==> config.mk <==
export PLATFORM = sky130hd
export DESIGN_NAME = slc_link_ctrl
export DESIGN_NICKNAME = d
export VERILOG_FILES = /design/src/design/slc_pkg.sv /design/src/design/slc_sync2.sv /design/src/design/slc_link_ctrl.sv
export VERILOG_INCLUDE_DIRS = /design/src /design/src/design
export SDC_FILE = /design/constraint.sdc
export NUM_CORES = 1
export LEC_CHECK = 0
export CAP_MARGIN = 5
export CORE_MARGIN = 3
export CORE_UTILIZATION = 60
export CTS_BUF_LIST = sky130_fd_sc_hd__clkbuf_4 sky130_fd_sc_hd__clkbuf_8
export CTS_CLUSTER_DIAMETER = 80
export CTS_CLUSTER_SIZE = 25
export DETAILED_ROUTE_END_ITERATION = 10
export DONT_BUFFER_PORTS = 1
export PLACE_DENSITY = 0.77
export SYNTH_ARGS = -nofsm -noshare
export SYNTH_HDL_FRONTEND = slang
export SYNTH_SLANG_ARGS = --single-unit
export TNS_END_PERCENT = 30
==> constraint.sdc <==
create_clock -name core_clk_i -period 2.5 [get_ports core_clk_i]
set_clock_uncertainty 0.1 [all_clocks]
set_input_delay 0.125 -clock core_clk_i [delete_from_list [all_inputs] [get_ports core_clk_i]]
set_output_delay 0.125 -clock core_clk_i [all_outputs]
set_load 0.01 [all_outputs]
==> src/design/slc_regs.svh <==
// Register map constants for the serial link control register group.
// Assumes inclusion by bare name from design and bench files; definitions only.
`ifndef SLC_REGS_SVH
`define SLC_REGS_SVH

// Register indices (byte address is four times the index)
`define SLC_IDX_LINK_ENABLE      12'h200
`define SLC_IDX_OUTPUT_MODE      12'h201
`define SLC_IDX_FRAMES_PER_MF    12'h202
`define SLC_IDX_SW_SYNC_REQ      12'h203
`define SLC_IDX_LINK_CONTROL     12'h204
`define SLC_IDX_CAL_ENABLE       12'h210
`define SLC_IDX_LINK_STATUS      12'h211

// Reset values
`define SLC_RST_LINK_ENABLE      8'h01
`define SLC_RST_OUTPUT_MODE      8'h02
`define SLC_RST_FRAMES_PER_MF    8'h1F
`define SLC_RST_SW_SYNC_REQ      8'h01
`define SLC_RST_LINK_CONTROL     8'h02
`define SLC_RST_CAL_ENABLE       8'h00

// Field positions
`define SLC_BIT_LINK_ENABLE      0
`define SLC_BIT_SW_SYNC_N        0
`define SLC_BIT_SCRAMBLER        0
`define SLC_BIT_SAMPLE_FORMAT    1
`define SLC_POS_SYNC_SEL_LO      2
`define SLC_POS_SYNC_SEL_HI      3
`define SLC_POS_MODE_HI          4

// Sync source codes
`define SLC_SYNC_SEL_PIN         2'h0
`define SLC_SYNC_SEL_TIMESTAMP   2'h1
`define SLC_SYNC_SEL_SOFTWARE    2'h2

// AXI responses
`define SLC_RESP_OKAY            2'h0
`define SLC_RESP_SLVERR          2'h2

`endif

==> src/design/slc_pkg.sv <==
// Types for the serial link control register group.
// Assumes nothing beyond a SystemVerilog compiler.
package slc_pkg;
  typedef logic [7:0] slc_reg8_t;
  typedef enum logic [1:0] {
    SLC_WR_IDLE,
    SLC_WR_RESP
  } slc_wr_state_t;
endpackage

==> src/design/slc_sync2.sv <==
// Two-flip-flop synchroniser for one level from outside the clock domain.
// Assumes core_clk_i is the only clock; reset is synchronous, active high.
`timescale 1ns/1ps
module slc_sync2 (
  input  wire logic core_clk_i,
  input  wire logic reset_i,
  input  wire logic async_i,
  input  wire logic rst_val_i,
  output logic      sync_o
);
  logic meta;

  // First stage feeds only the second stage
  always_ff @(posedge core_clk_i) begin
    if (reset_i) begin
      meta   <= rst_val_i;  // Idle level of the pin, so no false request
      sync_o <= rst_val_i;
    end else begin
      meta   <= async_i;
      sync_o <= meta;
    end
  end

endmodule

==> src/design/slc_link_ctrl.sv <==
// Serial link control registers with an AXI4-Lite slave.
// Assumes one 20 MHz clock, synchronous active-high reset, async sync pins.
// Functional notes
// Link enable is bit 0 of its register, resets to 1; 0 disables the link, 1 enables it.
// Software clears link enable before changing other link configuration registers.
// With link enable 0 the link logic is held in reset, serializers off, link clocks gated.
// With the link disabled the LMFC counter is held in reset so SYSREF has no effect.
// Software sets calibration enable before setting link enable.
// Software clears link enable before clearing calibration enable.
// Output mode is a 5-bit field, reset 00010, changed only with link and calibration off.
// Frames-per-multiframe is a 5-bit field holding K-1, reset 31; software picks legal values.
// Software writes frames-per-multiframe and link control only while link enable is 0.
// A 0 in the software sync bit (bit 0, reset 1) requests sync like the sync pin.
// The software sync bit can request sync whatever sync source is selected.
// A stuck-low selected sync pin keeps the request asserted until source 2 is chosen.
// Sync source bits 3:2, reset 0, pick the pin (0), timestamp input (1) or software (2).
// Link control bit 1 picks offset binary (0) or two's complement (1), reset 1.
// Link control bit 0 enables the scrambler, reset 0.
// Reserved bits read and write, reset to zero, and do not affect the link.
//
// The implementer's own choice: register access over AXI4-Lite.
`timescale 1ns/1ps
`include "slc_regs.svh"
module slc_link_ctrl (
  input  wire logic        core_clk_i,
  input  wire logic        reset_i,
  // AXI4-Lite slave
  input  wire logic [15:0] s_axi_awaddr_i,
  input  wire logic        s_axi_awvalid_i,
  output logic             s_axi_awready_o,
  input  wire logic [31:0] s_axi_wdata_i,
  input  wire logic [3:0]  s_axi_wstrb_i,
  input  wire logic        s_axi_wvalid_i,
  output logic             s_axi_wready_o,
  output logic [1:0]       s_axi_bresp_o,
  output logic             s_axi_bvalid_o,
  input  wire logic        s_axi_bready_i,
  input  wire logic [15:0] s_axi_araddr_i,
  input  wire logic        s_axi_arvalid_i,
  output logic             s_axi_arready_o,
  output logic [31:0]      s_axi_rdata_o,
  output logic [1:0]       s_axi_rresp_o,
  output logic             s_axi_rvalid_o,
  input  wire logic        s_axi_rready_i,
  // Sync sources, active low, asynchronous; timestamp receiver enable is active high
  input  wire logic        single_ended_sync_pin_n_i,
  input  wire logic        timestamp_diff_input_n_i,
  input  wire logic        timestamp_receiver_enable_i,
  // Link controls
  output logic             link_reset_o,
  output logic             serializer_power_down_o,
  output logic             link_clock_enable_o,
  output logic             lmfc_reset_o,
  output logic             sync_request_o,
  output logic [4:0]       output_mode_select_o,
  output logic [4:0]       frames_per_multiframe_minus_one_o,
  output logic             sample_format_o,
  output logic             scrambler_enable_o,
  output logic             calibration_enable_o
);
  slc_pkg::slc_reg8_t   link_enable_reg;
  slc_pkg::slc_reg8_t   output_mode_reg;
  slc_pkg::slc_reg8_t   frames_reg;
  slc_pkg::slc_reg8_t   sw_sync_reg;
  slc_pkg::slc_reg8_t   link_control_reg;
  slc_pkg::slc_reg8_t   cal_enable_reg;
  slc_pkg::slc_wr_state_t wr_state;
  logic [15:0]          aw_addr;
  logic                 aw_held;
  logic [31:0]          w_data;
  logic [3:0]           w_strb;
  logic                 w_held;
  logic                 wr_go;
  logic                 pin_sync_n;
  logic                 ts_sync_n;
  logic                 next_sync_request;
  logic                 link_on;

  // Map a byte address to a register index; misaligned maps to no register
  function automatic logic [11:0] addr_to_idx(input logic [15:0] addr);
    addr_to_idx = (addr[1:0] == 2'h0) ? addr[13:2] : 12'hFFF;
  endfunction

  // Merge low byte lane into an 8-bit register
  function automatic logic [7:0] merge8(input logic [7:0] old, input logic [31:0] data,
                                        input logic [3:0] strb);
    merge8 = strb[0] ? data[7:0] : old;
  endfunction

  function automatic logic is_mapped(input logic [11:0] idx);
    is_mapped = (idx >= `SLC_IDX_LINK_ENABLE && idx <= `SLC_IDX_LINK_CONTROL) ||
                idx == `SLC_IDX_CAL_ENABLE || idx == `SLC_IDX_LINK_STATUS;
  endfunction

  // Synchronise sync pins before any logic looks at them
  slc_sync2 u_pin_sync (
    .core_clk_i (core_clk_i),
    .reset_i    (reset_i),
    .async_i    (single_ended_sync_pin_n_i),
    .rst_val_i  (1'b1),
    .sync_o     (pin_sync_n)
  );
  slc_sync2 u_ts_sync (
    .core_clk_i (core_clk_i),
    .reset_i    (reset_i),
    .async_i    (timestamp_diff_input_n_i),
    .rst_val_i  (1'b1),
    .sync_o     (ts_sync_n)
  );

  assign wr_go   = aw_held && w_held && (wr_state == slc_pkg::SLC_WR_IDLE);
  assign link_on = link_enable_reg[`SLC_BIT_LINK_ENABLE];

  // Write address and data capture, either order
  always_ff @(posedge core_clk_i) begin
    if (reset_i) begin
      aw_held         <= 1'b0;
      w_held          <= 1'b0;
      aw_addr         <= 16'h0000;
      w_data          <= 32'h0000_0000;
      w_strb          <= 4'h0;
      s_axi_awready_o <= 1'b0;
      s_axi_wready_o  <= 1'b0;
    end else begin
      s_axi_awready_o <= 1'b0;
      s_axi_wready_o  <= 1'b0;
      if (s_axi_awvalid_i && !aw_held && !s_axi_awready_o) begin
        s_axi_awready_o <= 1'b1;
        aw_held         <= 1'b1;
        aw_addr         <= s_axi_awaddr_i;
      end
      if (s_axi_wvalid_i && !w_held && !s_axi_wready_o) begin
        s_axi_wready_o <= 1'b1;
        w_held         <= 1'b1;
        w_data         <= s_axi_wdata_i;
        w_strb         <= s_axi_wstrb_i;
      end
      if (wr_go) begin
        aw_held <= 1'b0;
        w_held  <= 1'b0;
      end
    end
  end

  // Write response
  always_ff @(posedge core_clk_i) begin
    if (reset_i) begin
      wr_state       <= slc_pkg::SLC_WR_IDLE;
      s_axi_bvalid_o <= 1'b0;
      s_axi_bresp_o  <= `SLC_RESP_OKAY;
    end else begin
      case (wr_state)
        slc_pkg::SLC_WR_IDLE: begin
          if (wr_go) begin
            s_axi_bvalid_o <= 1'b1;
            s_axi_bresp_o  <= is_mapped(addr_to_idx(aw_addr)) &&
                              addr_to_idx(aw_addr) != `SLC_IDX_LINK_STATUS ?
                              `SLC_RESP_OKAY : `SLC_RESP_SLVERR;
            wr_state       <= slc_pkg::SLC_WR_RESP;
          end
        end
        slc_pkg::SLC_WR_RESP: begin
          if (s_axi_bready_i) begin
            s_axi_bvalid_o <= 1'b0;
            wr_state       <= slc_pkg::SLC_WR_IDLE;
          end
        end
        default: begin
          wr_state       <= slc_pkg::SLC_WR_IDLE;
          s_axi_bvalid_o <= 1'b0;
        end
      endcase
    end
  end

  // Register storage; reserved bits are plain storage with no effect
  always_ff @(posedge core_clk_i) begin
    if (reset_i) begin
      link_enable_reg  <= `SLC_RST_LINK_ENABLE;
      output_mode_reg  <= `SLC_RST_OUTPUT_MODE;
      frames_reg       <= `SLC_RST_FRAMES_PER_MF;
      sw_sync_reg      <= `SLC_RST_SW_SYNC_REQ;
      link_control_reg <= `SLC_RST_LINK_CONTROL;
      cal_enable_reg   <= `SLC_RST_CAL_ENABLE;
    end else if (wr_go) begin
      case (addr_to_idx(aw_addr))
        `SLC_IDX_LINK_ENABLE:   link_enable_reg  <= merge8(link_enable_reg, w_data, w_strb);
        `SLC_IDX_OUTPUT_MODE:   output_mode_reg  <= merge8(output_mode_reg, w_data, w_strb);
        `SLC_IDX_FRAMES_PER_MF: frames_reg       <= merge8(frames_reg, w_data, w_strb);
        `SLC_IDX_SW_SYNC_REQ:   sw_sync_reg      <= merge8(sw_sync_reg, w_data, w_strb);
        `SLC_IDX_LINK_CONTROL:  link_control_reg <= merge8(link_control_reg, w_data, w_strb);
        `SLC_IDX_CAL_ENABLE:    cal_enable_reg   <= merge8(cal_enable_reg, w_data, w_strb);
        default: begin
        end
      endcase
    end
  end

  // Read channel, data valid in the same cycle that the address is taken
  always_ff @(posedge core_clk_i) begin
    if (reset_i) begin
      s_axi_arready_o <= 1'b0;
      s_axi_rvalid_o  <= 1'b0;
      s_axi_rdata_o   <= 32'h0000_0000;
      s_axi_rresp_o   <= `SLC_RESP_OKAY;
    end else begin
      s_axi_arready_o <= 1'b0;
      if (s_axi_rvalid_o && s_axi_rready_i) begin
        s_axi_rvalid_o <= 1'b0;
      end
      if (s_axi_arvalid_i && !s_axi_rvalid_o && !s_axi_arready_o) begin
        s_axi_arready_o <= 1'b1;
        s_axi_rvalid_o  <= 1'b1;
        s_axi_rresp_o   <= is_mapped(addr_to_idx(s_axi_araddr_i)) ?
                           `SLC_RESP_OKAY : `SLC_RESP_SLVERR;
        case (addr_to_idx(s_axi_araddr_i))
          `SLC_IDX_LINK_ENABLE:   s_axi_rdata_o <= {24'h000000, link_enable_reg};
          `SLC_IDX_OUTPUT_MODE:   s_axi_rdata_o <= {24'h000000, output_mode_reg};
          `SLC_IDX_FRAMES_PER_MF: s_axi_rdata_o <= {24'h000000, frames_reg};
          `SLC_IDX_SW_SYNC_REQ:   s_axi_rdata_o <= {24'h000000, sw_sync_reg};
          `SLC_IDX_LINK_CONTROL:  s_axi_rdata_o <= {24'h000000, link_control_reg};
          `SLC_IDX_CAL_ENABLE:    s_axi_rdata_o <= {24'h000000, cal_enable_reg};
          `SLC_IDX_LINK_STATUS:   s_axi_rdata_o <= {28'h0000000, link_reset_o,
                                                   lmfc_reset_o, sync_request_o, link_on};
          default:                s_axi_rdata_o <= 32'h0000_0000;
        endcase
      end
    end
  end

  // Sync request: software bit always counts, pins only by source select
  always_comb begin
    next_sync_request = !sw_sync_reg[`SLC_BIT_SW_SYNC_N];
    case (link_control_reg[`SLC_POS_SYNC_SEL_HI:`SLC_POS_SYNC_SEL_LO])
      `SLC_SYNC_SEL_PIN:       next_sync_request = next_sync_request || !pin_sync_n;
      `SLC_SYNC_SEL_TIMESTAMP: next_sync_request = next_sync_request ||
                                 (timestamp_receiver_enable_i && !ts_sync_n);
      default:                 next_sync_request = next_sync_request;
    endcase
  end

  // Link side outputs, all registered
  always_ff @(posedge core_clk_i) begin
    if (reset_i) begin
      link_reset_o                      <= 1'b0;
      serializer_power_down_o           <= 1'b0;
      link_clock_enable_o               <= 1'b1;
      lmfc_reset_o                      <= 1'b0;
      sync_request_o                    <= 1'b0;
      output_mode_select_o              <= 5'h02;
      frames_per_multiframe_minus_one_o <= 5'h1F;
      sample_format_o                   <= 1'b1;
      scrambler_enable_o                <= 1'b0;
      calibration_enable_o              <= 1'b0;
    end else begin
      link_reset_o                      <= !link_on;
      serializer_power_down_o           <= !link_on;
      link_clock_enable_o               <= link_on;
      lmfc_reset_o                      <= !link_on;
      sync_request_o                    <= next_sync_request;
      output_mode_select_o              <= output_mode_reg[`SLC_POS_MODE_HI:0];
      frames_per_multiframe_minus_one_o <= frames_reg[`SLC_POS_MODE_HI:0];
      sample_format_o                   <= link_control_reg[`SLC_BIT_SAMPLE_FORMAT];
      scrambler_enable_o                <= link_control_reg[`SLC_BIT_SCRAMBLER];
      calibration_enable_o              <= cal_enable_reg[0];
    end
  end

  // Link follows its enable one edge later
  AST_LINK_RESET_FOLLOWS: assert property (@(posedge core_clk_i) disable iff (reset_i)
    link_reset_o == !$past(link_on)) else $error("link reset mismatch");
  AST_POWER_AND_CLOCK: assert property (@(posedge core_clk_i) disable iff (reset_i)
    serializer_power_down_o == !link_clock_enable_o) else $error("power/clock mismatch");
  AST_LMFC_HELD: assert property (@(posedge core_clk_i) disable iff (reset_i)
    !link_on |=> lmfc_reset_o) else $error("lmfc not held");
  AST_SW_SYNC: assert property (@(posedge core_clk_i) disable iff (reset_i)
    !sw_sync_reg[0] |=> sync_request_o) else $error("sw sync ignored");
  AST_SOFT_SOURCE: assert property (@(posedge core_clk_i) disable iff (reset_i)
    (sw_sync_reg[0] && link_control_reg[3:2] == 2'h2) |=> !sync_request_o)
    else $error("sync not released");
  AST_PIN_SYNC: assert property (@(posedge core_clk_i) disable iff (reset_i)
    (link_control_reg[3:2] == 2'h0 && !pin_sync_n) |=> sync_request_o)
    else $error("pin sync ignored");
  AST_FORMAT: assert property (@(posedge core_clk_i) disable iff (reset_i)
    ##1 sample_format_o == $past(link_control_reg[1])) else $error("format mismatch");
  AST_SCRAMBLER: assert property (@(posedge core_clk_i) disable iff (reset_i)
    ##1 scrambler_enable_o == $past(link_control_reg[0])) else $error("scrambler mismatch");
  AST_ENABLE_WRITE: assert property (@(posedge core_clk_i) disable iff (reset_i)
    (wr_go && addr_to_idx(aw_addr) == 12'h200 && w_strb[0]) |=> link_on == $past(w_data[0]))
    else $error("enable write lost");
  AST_MODE_FIELD: assert property (@(posedge core_clk_i) disable iff (reset_i)
    ##1 output_mode_select_o == $past(output_mode_reg[4:0])) else $error("mode mismatch");
  AST_FRAMES_FIELD: assert property (@(posedge core_clk_i) disable iff (reset_i)
    ##1 frames_per_multiframe_minus_one_o == $past(frames_reg[4:0]))
    else $error("frames mismatch");
  // Timestamp source counts only with its receiver enabled
  AST_TS_GATED: assert property (@(posedge core_clk_i) disable iff (reset_i)
    (link_control_reg[3:2] == 2'h1 && !timestamp_receiver_enable_i && sw_sync_reg[0])
    |=> !sync_request_o) else $error("timestamp sync not gated");

  COV_LINK_OFF: cover property (@(posedge core_clk_i) link_on ##1 !link_on);
  COV_SW_SYNC: cover property (@(posedge core_clk_i) !sw_sync_reg[0] ##1 sync_request_o);
  COV_READ: cover property (@(posedge core_clk_i) s_axi_rvalid_o && s_axi_rready_i);
  COV_TS_SYNC: cover property (@(posedge core_clk_i)
    (link_control_reg[3:2] == 2'h1 && !ts_sync_n) ##1 sync_request_o);
endmodule

==> results of run 1 <==
-- metal layers --
layer	part of all wire, %	wire (µm)	vias up
li1	-	-	1682
met1	41	4300	1661
met2	48	5060	154
met3	7.7	805	24
met4	2.7	285	0
met5	0	0	-
-- how the worst max path moves through the flow --
| stage | slack [ns] | end | cells past startpoint | start |
|---|---|---|---|---|
| final | 0.32 | link_enable_reg[1]$_SDFFE_PP0P_ | 6 | aw_addr[0]$_SDFFE_PP0P_ |
| after floorplan | 0.52 | link_enable_reg[0]$_SDFFE_PP1P_ | 6 | s_axi_bvalid_o$_SDFFE_PP0P_ |
| after global routing | 0.24 | link_enable_reg[6]$_SDFFE_PP0P_ | 6 | aw_addr[0]$_SDFFE_PP0P_ |
| after CTS | 0.33 | link_enable_reg[1]$_SDFFE_PP0P_ | 6 | s_axi_bvalid_o$_SDFFE_PP0P_ |
| after detailed placement | 0.35 | link_enable_reg[1]$_SDFFE_PP0P_ | 6 | s_axi_bvalid_o$_SDFFE_PP0P_ |
| after global placement | 0.44 | link_enable_reg[4]$_SDFFE_PP0P_ | 6 | s_axi_bvalid_o$_SDFFE_PP0P_ |
-- layout make-up --
cell class	instances	area (µm²)
Multi-Input combinational cell	332	2190
Clock inverter	6	50.0
Timing Repair Buffer	43	423
Tap cell	99	124
Sequential cell	108	2160
Clock buffer	9	124
Inverter	12	45.0
Fill cell	544	2250
-- synth_stat cells, types with 2 or more instances --
cell type / number
a221oi_1: 3
nand2_1: 37
a32oi_1: 3
a211oi_1: 6
a31oi_1: 3
o21ai_0: 4
nor2b_1: 11
nand4_1: 4
nand2b_1: 7
or2_2: 12
mux2_2: 6
buf_4: 28
or3_1: 2
buf_2: 6
inv_1: 12
and3_1: 2
nor2_1: 63
clkbuf_1: 18
nor3b_1: 3
dfxtp_1: 108
o32ai_1: 2
and3b_1: 2
nor3_1: 10
nor4_4: 5
nand3_1: 4
nand3b_1: 3
nor4b_1: 3
a21oi_1: 23
buf_1: 3
a221o_1: 3
mux2i_1: 58
a211o_1: 7
a222oi_1: 4
-- cells by family after synthesis --
kind of cell    Yosys count  share of synthesized area [%]
simple gates            176                           21.0
xor+xnor                  1                          0.190
compound gates           65                           9.85
buf+inv                  67                           7.90
flops                   108                           46.9
mux                      64                           14.1
other cells               1                         0.0813
-- power by group --
part	internal, mW	leakage (nW)	switching [mW]
sequential	1.76	0.877	0.0495
clock	0.365	0.0819	0.598
combinational	0.107	0.912	0.146
-- worst max-delay path, cell delays in order, from the launching register on --
cell	delay, ns
dfxtp_1	0.34
nor2_1	0.22
nand3_1	0.35
nor4_4	0.54
buf_4	0.25
mux2i_1	0.21
nor2_1	0.05
==> flow_metrics.tcl, run 1 <==
set metrics [dict create \
    powerDensity_mw_per_mm2 591 \
    routabilityCongestion 0.907 \
    row_count 31 \
    grt_pass1_vias 3341 \
    hpwlAfterDp_mm 6.92 \
    drt_first_pass_iters 5 \
    vias_per_cell 5.78 \
    syn_inst 482 \
    clock_latency_ns 0.38 \
    cts_root_buffer "clkbuf_8" \
    maxSlewViolCount 0 \
    holdPathEnd "s_axi_arready_o$_SDFF_PP0_" \
    final_common_cell "dfxtp_1" \
    final_util_pct 69.4 \
    routed_wl_mm 10.5 \
    arrival_ns 2.34 \
    final_cell_mix "dfxtp_1 (108), nor2_1 (63), mux2i_1 (58)" \
    vias 3521 \
    required_ns 2.66 \
    synth.largest_area_cell "dfxtp_1" \
    numClockSinks 108 \
    synth_seq_area_share_pct 46.9 \
    rsz0062_at_grt "no" \
    largest_reg_flops 14 \
    clk_pin_slew_ns 0.10 \
    syn2layout_area_growth_pct 11.0 \
    cts.repair.resized 0 \
    postCtsSetupBuffers 0 \
    io_buffers 0 \
    final_cell_count_no_fill 609 \
    min_from "reset_i" \
    cts_hold_buf 33 \
    grt_max_degree 105 \
    numCtsBuffers 9 \
    io_pins 137 \
    die_y_um 93.7 \
    setup_tns_ns 0 \
    ys_types 50 \
    hp-class "in -> reg" \
    cts_tree "built" \
    initial_core_util_pct 62.6 \
    synth_edf_count 0 \
    layout_worst_path_cycle_share_pct 87.2 \
    fmax_mhz 459 \
    status "complete, no violations" \
    hold_slack_ns 0.0257 \
    drt-wirelength-per-cell_um 17.2 \
    p_leak_nw 1.87 \
    rr_startpoint "aw_addr[0]$_SDFFE_PP0P_" \
    stdcell_area_mm2 0.00512 \
    setup_slack_ns 0.319 \
    core_mm2 0.00737 \
    drive_above_1_share_pct 10.8 \
    cp_max_fo 6 \
    total_power_mw 3.03 \
    setup_violations 0 \
    cts.path.max_buffers 2 \
    synth_seq_cells 108 \
    ys_top_cells_by_area "dfxtp_1 (47%), mux2i_1 (13%), nor2_1 (5.1%), buf_4 (4.6%), nand2_1 (3.0%)" \
    r2r_end "link_enable_reg[1]$_SDFFE_PP0P_" \
    antenna_found_initial 0 \
    async_flop_share_pct 0 \
    post-place-ws_ns 0.351 \
    track_usage_pct 24.6 \
    syn_area_mm2 0.00461 \
    irDropWorstVdd_v 0.000259 \
    cts.htree.levels 3 \
    synth_top_area_share_pct 46.9 \
    reg2reg_slack_ns 0.32 \
    crit_path_end_kind "flip-flop" \
    drt_iter0_drc 240 \
    critPathLaunchType "flip-flop" \
    drc_errors 0 \
    grt.met3_usage_pct 6.09 \
    die_area_mm2 0.00877 \
    max_cap_viol_count 0 \
    hold_violations 0 \
    tightest_slew_ns 0.705 \
    place_area_mm2 0.00460 \
    post-place-cells 561 \
    fin_crit_ns 2.18 \
    nets 584 \
    antennaDiodeCount 0 \
    synth-main-ff-cell "dfxtp_1" \
    grt-ovfl-total 0 \
    reg2regPathDepth 6 \
    ys_warn_count 0 \
    busiest_layer "met2" \
    relSlewSlack_pct 52.9 \
    die_w_um 93.7 \
    ant_nets 0 \
    crit_type "reg -> reg" \
    grt_pass1_wl_mm 16.7 \
    use_met2_pct 40.6 \
    syn_avg_cell_area_um2 9.57 \
    largest-register "aw_addr" \
    grtUsageMet1_pct 30.6 \
    hold_path_depth 2 \
]
(Power assumes the default switching activity.)
==> run 2: changes to the inputs <==
--- a/config.mk
+++ b/config.mk
@@ -8,13 +8,14 @@
 export LEC_CHECK = 0
 export CAP_MARGIN = 5
 export CORE_MARGIN = 3
-export CORE_UTILIZATION = 60
+export CORE_UTILIZATION = 59
 export CTS_BUF_LIST = sky130_fd_sc_hd__clkbuf_4 sky130_fd_sc_hd__clkbuf_8
 export CTS_CLUSTER_DIAMETER = 80
 export CTS_CLUSTER_SIZE = 25
 export DETAILED_ROUTE_END_ITERATION = 10
 export DONT_BUFFER_PORTS = 1
-export PLACE_DENSITY = 0.77
+export PLACE_DENSITY = 0.79
+export RECOVER_POWER = 100
 export SYNTH_ARGS = -nofsm -noshare
 export SYNTH_HDL_FRONTEND = slang
 export SYNTH_SLANG_ARGS = --single-unit
==> constraint.sdc (replaced) <==
create_clock -name core_clk_i -period 2 [get_ports core_clk_i]
set_clock_uncertainty 0.1 [all_clocks]
set_input_delay 0.1 -clock core_clk_i [delete_from_list [all_inputs] [get_ports core_clk_i]]
set_output_delay 0.1 -clock core_clk_i [all_outputs]
set_load 0.01 [all_outputs]
==> flow_metrics.tcl, run 2 (synthesis gave the netlist of run 1 again) <==
set metrics [dict create \
    arrival_ns 2.20 \
    clk_pin_slew_ns 0.09 \
    crit_path_end_kind "flip-flop" \
    largest-register "aw_addr" \
    nets 618 \
    drive_above_1_share_pct 13.6 \
    maxSlewViolCount 0 \
    cts.path.max_buffers 2 \
    io_buffers 0 \
    drt_iter0_drc 314 \
    place_area_mm2 0.00471 \
    powerDensity_mw_per_mm2 757 \
    rsz0062_at_grt "yes" \
    setup_slack_ns -0.0367 \
    initial_core_util_pct 62.2 \
    setup_violations 2 \
    layout_worst_path_cycle_share_pct 102 \
    ant_nets 0 \
    grt_max_degree 105 \
    hold_slack_ns -0.280 \
    vias_per_cell 5.84 \
    antennaDiodeCount 0 \
    die_w_um 94.4 \
    irDropWorstVdd_v 0.000498 \
    final_common_cell "dfxtp_1" \
    die_y_um 94.4 \
    core_mm2 0.00741 \
    post-place-ws_ns 0.00926 \
    largest_reg_flops 14 \
    grt-ovfl-total 0 \
    io_pins 137 \
    numClockSinks 108 \
    total_power_mw 4.23 \
    hold_violations 52 \
    clock_latency_ns 0.38 \
    fmax_mhz 491 \
    fin_crit_ns 2.04 \
    die_area_mm2 0.00891 \
    status "complete, but fails checks" \
    row_count 31 \
    p_leak_nw 2.11 \
    tightest_slew_ns 0.809 \
    vias 3759 \
    antenna_found_initial 0 \
    stdcell_area_mm2 0.00559 \
    final_cell_mix "dfxtp_1 (104), nor2_1 (62), mux2i_1 (58)" \
    routabilityCongestion 0.925 \
    numCtsBuffers 9 \
    relSlewSlack_pct 45.9 \
    cts_hold_buf 53 \
    cts.htree.levels 3 \
    crit_type "reg -> reg" \
    syn2layout_area_growth_pct 21.3 \
    drc_errors 0 \
    track_usage_pct 26.4 \
    grt_pass1_vias 3648 \
    routed_wl_mm 11.9 \
    cp_max_fo 7 \
    hpwlAfterDp_mm 7.21 \
    drt-wirelength-per-cell_um 18.5 \
    required_ns 2.17 \
    max_cap_viol_count 0 \
    hp-class "in -> reg" \
    critPathLaunchType "flip-flop" \
    final_util_pct 75.5 \
    drt_first_pass_iters 6 \
    cts_tree "built" \
    grt_pass1_wl_mm 18.0 \
    cts_root_buffer "clkbuf_8" \
    violations "hold timing, setup timing" \
]
## run 2: cell count changes in the layout (fill, tap and decap cells not counted), moves of 3 or more
cell	before	now
buf_12	0	5
buf_4	10	13
bufinv_16	0	3
clkinv_4	3	0
dfxtp_1	108	104
dfxtp_2	0	3
dlygate4sd3_1	32	53
## run 2: critical path, cell delays in order (launching register included)
cell,delay [ns]
dfxtp_2,0.35
nor4_4,0.29
buf_4,0.17
nand4_4,0.17
nor4_4,0.36
buf_12,0.19
nor2b_1,0.05
a211o_1,0.25
## run 2: timing repair
item,CTS,global route
endpoints found under the hold margin,108,52
setup endpoints to repair,6,53
resized for setup,1,10
cloned,0,1
pin swaps,1,13
buffers inserted,1,5
## run 2: area by class of cell
| type | count | area (µm²) |
|---|---|---|
| Sequential cell | 108 | 2170 |
| Multi-Input combinational cell | 332 | 2210 |
| Inverter | 12 | 45.0 |
| Tap cell | 99 | 124 |
| Timing Repair Buffer | 77 | 785 |
| Fill cell | 511 | 1820 |
| Clock inverter | 5 | 106 |
| Clock buffer | 11 | 151 |
## run 2: final timing paths
kind	start	endpoint	slack, ns	cells past startpoint
min	reset_i	s_axi_rdata_o[1]$_SDFFE_PP0P_	-0.28	1
min reg2reg	frames_reg[5]$_SDFFE_PP0P_	frames_reg[5]$_SDFFE_PP0P_	0.40	2
max	aw_addr[9]$_SDFFE_PP0P_	frames_reg[4]$_SDFFE_PP1P_	-0.04	7
max reg2reg	aw_addr[9]$_SDFFE_PP0P_	frames_reg[4]$_SDFFE_PP1P_	-0.04	7
## run 2: stage by stage
stage	cells	hold slack, ns	setup TNS (ns)
finish	644	-0.280	-0.0532
global route	644	-0.327	-0.511
CTS	638	-0.317	-0.0137
detailed placement	568	0.0848	0
global placement	568	0.0807	0
floorplan	507	0.104	0
## run 2: metal layers
metal  routed length, µm  part of all wire (%)  global-route usage, %
met1                4590                    39                   30.2
met2                6000                    50                   46.8
met3                 990                   8.3                   7.65
met4                 312                   2.6                   9.75
met5                   0                     0                      0
## run 2: power by group
group	switching [mW]	total, mW	internal, mW
Clock	0.731	1.64	0.904
Sequential	0.0640	2.26	2.20
Combinational	0.168	0.330	0.163
Total	0.963	4.23	3.27
==> run 3: changes to the inputs <==
--- a/config.mk
+++ b/config.mk
@@ -6,6 +6,7 @@
 export SDC_FILE = /design/constraint.sdc
 export NUM_CORES = 1
 export LEC_CHECK = 0
+export ABC_AREA = 1
 export CAP_MARGIN = 5
 export CORE_MARGIN = 3
 export CORE_UTILIZATION = 59
==> flow_metrics.tcl, run 3 <==
set metrics [dict create \
    synth.largest_area_cell "dfxtp_1" \
    nets 708 \
    tightest_slew_ns 0.906 \
    n_fill_cell 622 \
    synth_seq_area_share_pct 45.7 \
    p_leak_nw 2.10 \
    swShare_pct 26.3 \
    fin_crit_ns 1.90 \
    crit_path_end_kind "flip-flop" \
    rsz0062_at_grt "yes" \
    p_comb_share_pct 10.2 \
    ys_top_cells_by_area "dfxtp_1 (46%), a21oi_1 (7.1%), nand4_1 (6.2%), buf_4 (5.4%), inv_1 (5.0%)" \
    die_y_um 95.6 \
    numClockSinks 108 \
    cts.path.max_buffers 2 \
    ys_warn_count 0 \
    maxSlewViolCount 0 \
    min_from "s_axi_araddr_i[13]" \
    antenna_found_initial 0 \
    syn_area_mm2 0.00473 \
    io_pins 137 \
    core_mm2 0.00777 \
    use_met2_pct 42.6 \
    setup_violations 0 \
    arrival_ns 2.09 \
    place_area_mm2 0.00470 \
    syn_inst 602 \
    hpwlAfterDp_mm 7.41 \
    largest-register "aw_addr" \
    largest_reg_flops 14 \
    antennaDiodeCount 0 \
    grt_max_degree 60 \
    initial_core_util_pct 61.0 \
    reg2regPathDepth 7 \
    fmax_mhz 525 \
    grt_pass1_wl_mm 18.0 \
    grt_pass1_vias 3884 \
    syn2layout_area_growth_pct 11.8 \
    routed_wl_mm 11.4 \
    relSlewSlack_pct 39.2 \
    syn_avg_cell_area_um2 7.86 \
    final_common_cell "dfxtp_1" \
    cp_max_fo 16 \
    grt.met3_usage_pct 4.26 \
    crit_type "reg -> reg" \
    powerDensity_mw_per_mm2 749 \
    synth_seq_cells 108 \
    grtUsageMet1_pct 32.0 \
    critPathLaunchType "flip-flop" \
    final_cell_count_no_fill 736 \
    cp-startpoint "aw_addr[0]$_SDFFE_PP0P_" \
    clk_pin_slew_ns 0.11 \
    hold_violations 0 \
    drt-wirelength-per-cell_um 15.5 \
    row_count 32 \
    drt_first_pass_iters 5 \
    grt-ovfl-total 0 \
    max_cap_viol_count 0 \
    ant_nets 0 \
    synth_top_cells_by_count "dfxtp_1 (108), a21oi_1 (67), inv_1 (63), nand2_1 (55), nand4_1 (47)" \
    reg2reg_slack_ns 0.1 \
    final_cell_mix "dfxtp_1 (108), a21oi_1 (67), inv_1 (63)" \
    ys_types 35 \
    drc_errors 0 \
    die_w_um 95.6 \
    seqPwrFrac_pct 56.9 \
    hp-class "in -> reg" \
    cts.htree.levels 3 \
    internal_power_mw 2.92 \
    cts_tree "built" \
    rr_startpoint "aw_addr[0]$_SDFFE_PP0P_" \
    p_sw_mw 1.04 \
    r2r_end "output_mode_reg[5]$_SDFFE_PP0P_" \
    drt_iter0_drc 368 \
    drive_above_1_share_pct 11.5 \
    post-place-cells 683 \
    synth-main-ff-cell "dfxtp_1" \
    vias_per_cell 5.74 \
    async_flop_share_pct 0 \
    cts_root_buffer "clkbuf_8" \
    vias 4221 \
    yosysMostFrequentCell "dfxtp_1" \
    p_clk_share_pct 32.9 \
    routabilityCongestion 0.882 \
    synth_top_area_share_pct 45.7 \
    required_ns 2.19 \
    busiest_layer "met2" \
    irDropWorstVdd_v 0.000451 \
    layout_worst_path_cycle_share_pct 95.2 \
    die_area_mm2 0.00914 \
    cp-endpoint "output_mode_reg[5]$_SDFFE_PP0P_" \
    io_buffers 0 \
    synth_edf_count 0 \
    track_usage_pct 25.4 \
    status "complete, no violations" \
    clock_latency_ns 0.37 \
    numCtsBuffers 9 \
    stdcell_area_mm2 0.00529 \
]
[run 3: final cells by class]
| cell class | count | area (µm²) | share of cell area [%] |
|---|---|---|---|
| clock buffers | 9 | 124 | 2.34 |
| multi-input cells | 389 | 2050 | 38.8 |
| flip-flops and latches | 108 | 2160 | 40.8 |
| well taps | 102 | 128 | 2.41 |
| inverters | 71 | 270 | 5.11 |
| clock inverters | 6 | 65.1 | 1.23 |
| repair inverters | 1 | 5.00 | 0.0945 |
| repair buffers | 50 | 487 | 9.19 |
[run 3: cells by family after synthesis]
group                  share of synthesized area, %
other                                        0.0792
buffers and inverters                          13.4
flip-flops                                     45.7
AND/OR/NAND/NOR                                23.5
AO/OA/AOI/OAI                                  17.4
[run 3: worst min path at each step]
stage | slack, ns | end | cells after the start
after floorplan | 0.10 | u_pin_sync.meta$_SDFF_PP1_ | 1
after global placement | 0.08 | s_axi_rvalid_o$_SDFFE_PP0P_ | 1
after detailed placement | 0.08 | s_axi_rvalid_o$_SDFFE_PP0P_ | 1
after CTS | 0.01 | s_axi_rresp_o[1]$_SDFFE_PP0P_ | 5
after global routing | 0.03 | s_axi_rresp_o[1]$_SDFFE_PP0P_ | 5
final | 0.02 | s_axi_rresp_o[1]$_SDFFE_PP0P_ | 5
[run 3: worst max-delay path: stages, from the launching register on]
cell      delay (ns)
dfxtp_1         0.33
nor2_2          0.19
nand4_1         0.20
nor2_4          0.22
nand3_1         0.15
nor2_4          0.35
nor2_1          0.09
a211oi_1        0.18
[run 3: timing repair]
action / in CTS / in global routing
endpoints found under the hold margin: 72 / 0
resized for setup: 0 / 6
setup endpoints to repair: 0 / 35
buffers inserted: 0 / 3
hold buffers: 34 / 0
[run 3: power groups by stage]
stage / Combinational [mW] / Sequential [mW] / Clock, mW
after floorplan: 0.299 / 2.30 / 0
after global placement: 0.305 / 2.30 / 0
after global routing: 0.453 / 2.26 / 1.42
final: 0.404 / 2.26 / 1.31
after CTS: 0.387 / 2.26 / 1.32
after detailed placement: 0.315 / 2.31 / 0
[run 3: through the flow]
step	util [%]	setup slack, ns	power [mW]	setup TNS, ns	hold WS (ns)
2_1_floorplan	-	0.396	2.60	0	0.104
3_3_place_gp	60.5	0.175	2.61	0	0.0795
3_5_place_dp	60.5	0.0862	2.62	0	0.0814
4_1_cts	67.4	0.0518	3.96	0	0.0148
5_1_grt	68.2	-0.0614	4.14	-0.214	0.0325
6_report	68.2	0.0964	3.97	0	0.0246
[run 3: metal layers]
layer	vias to the layer above	share of wire (%)
li1	2028	-
met4	0	2.0
met3	21	6.9
met2	168	50
met5	-	0
met1	2004	41
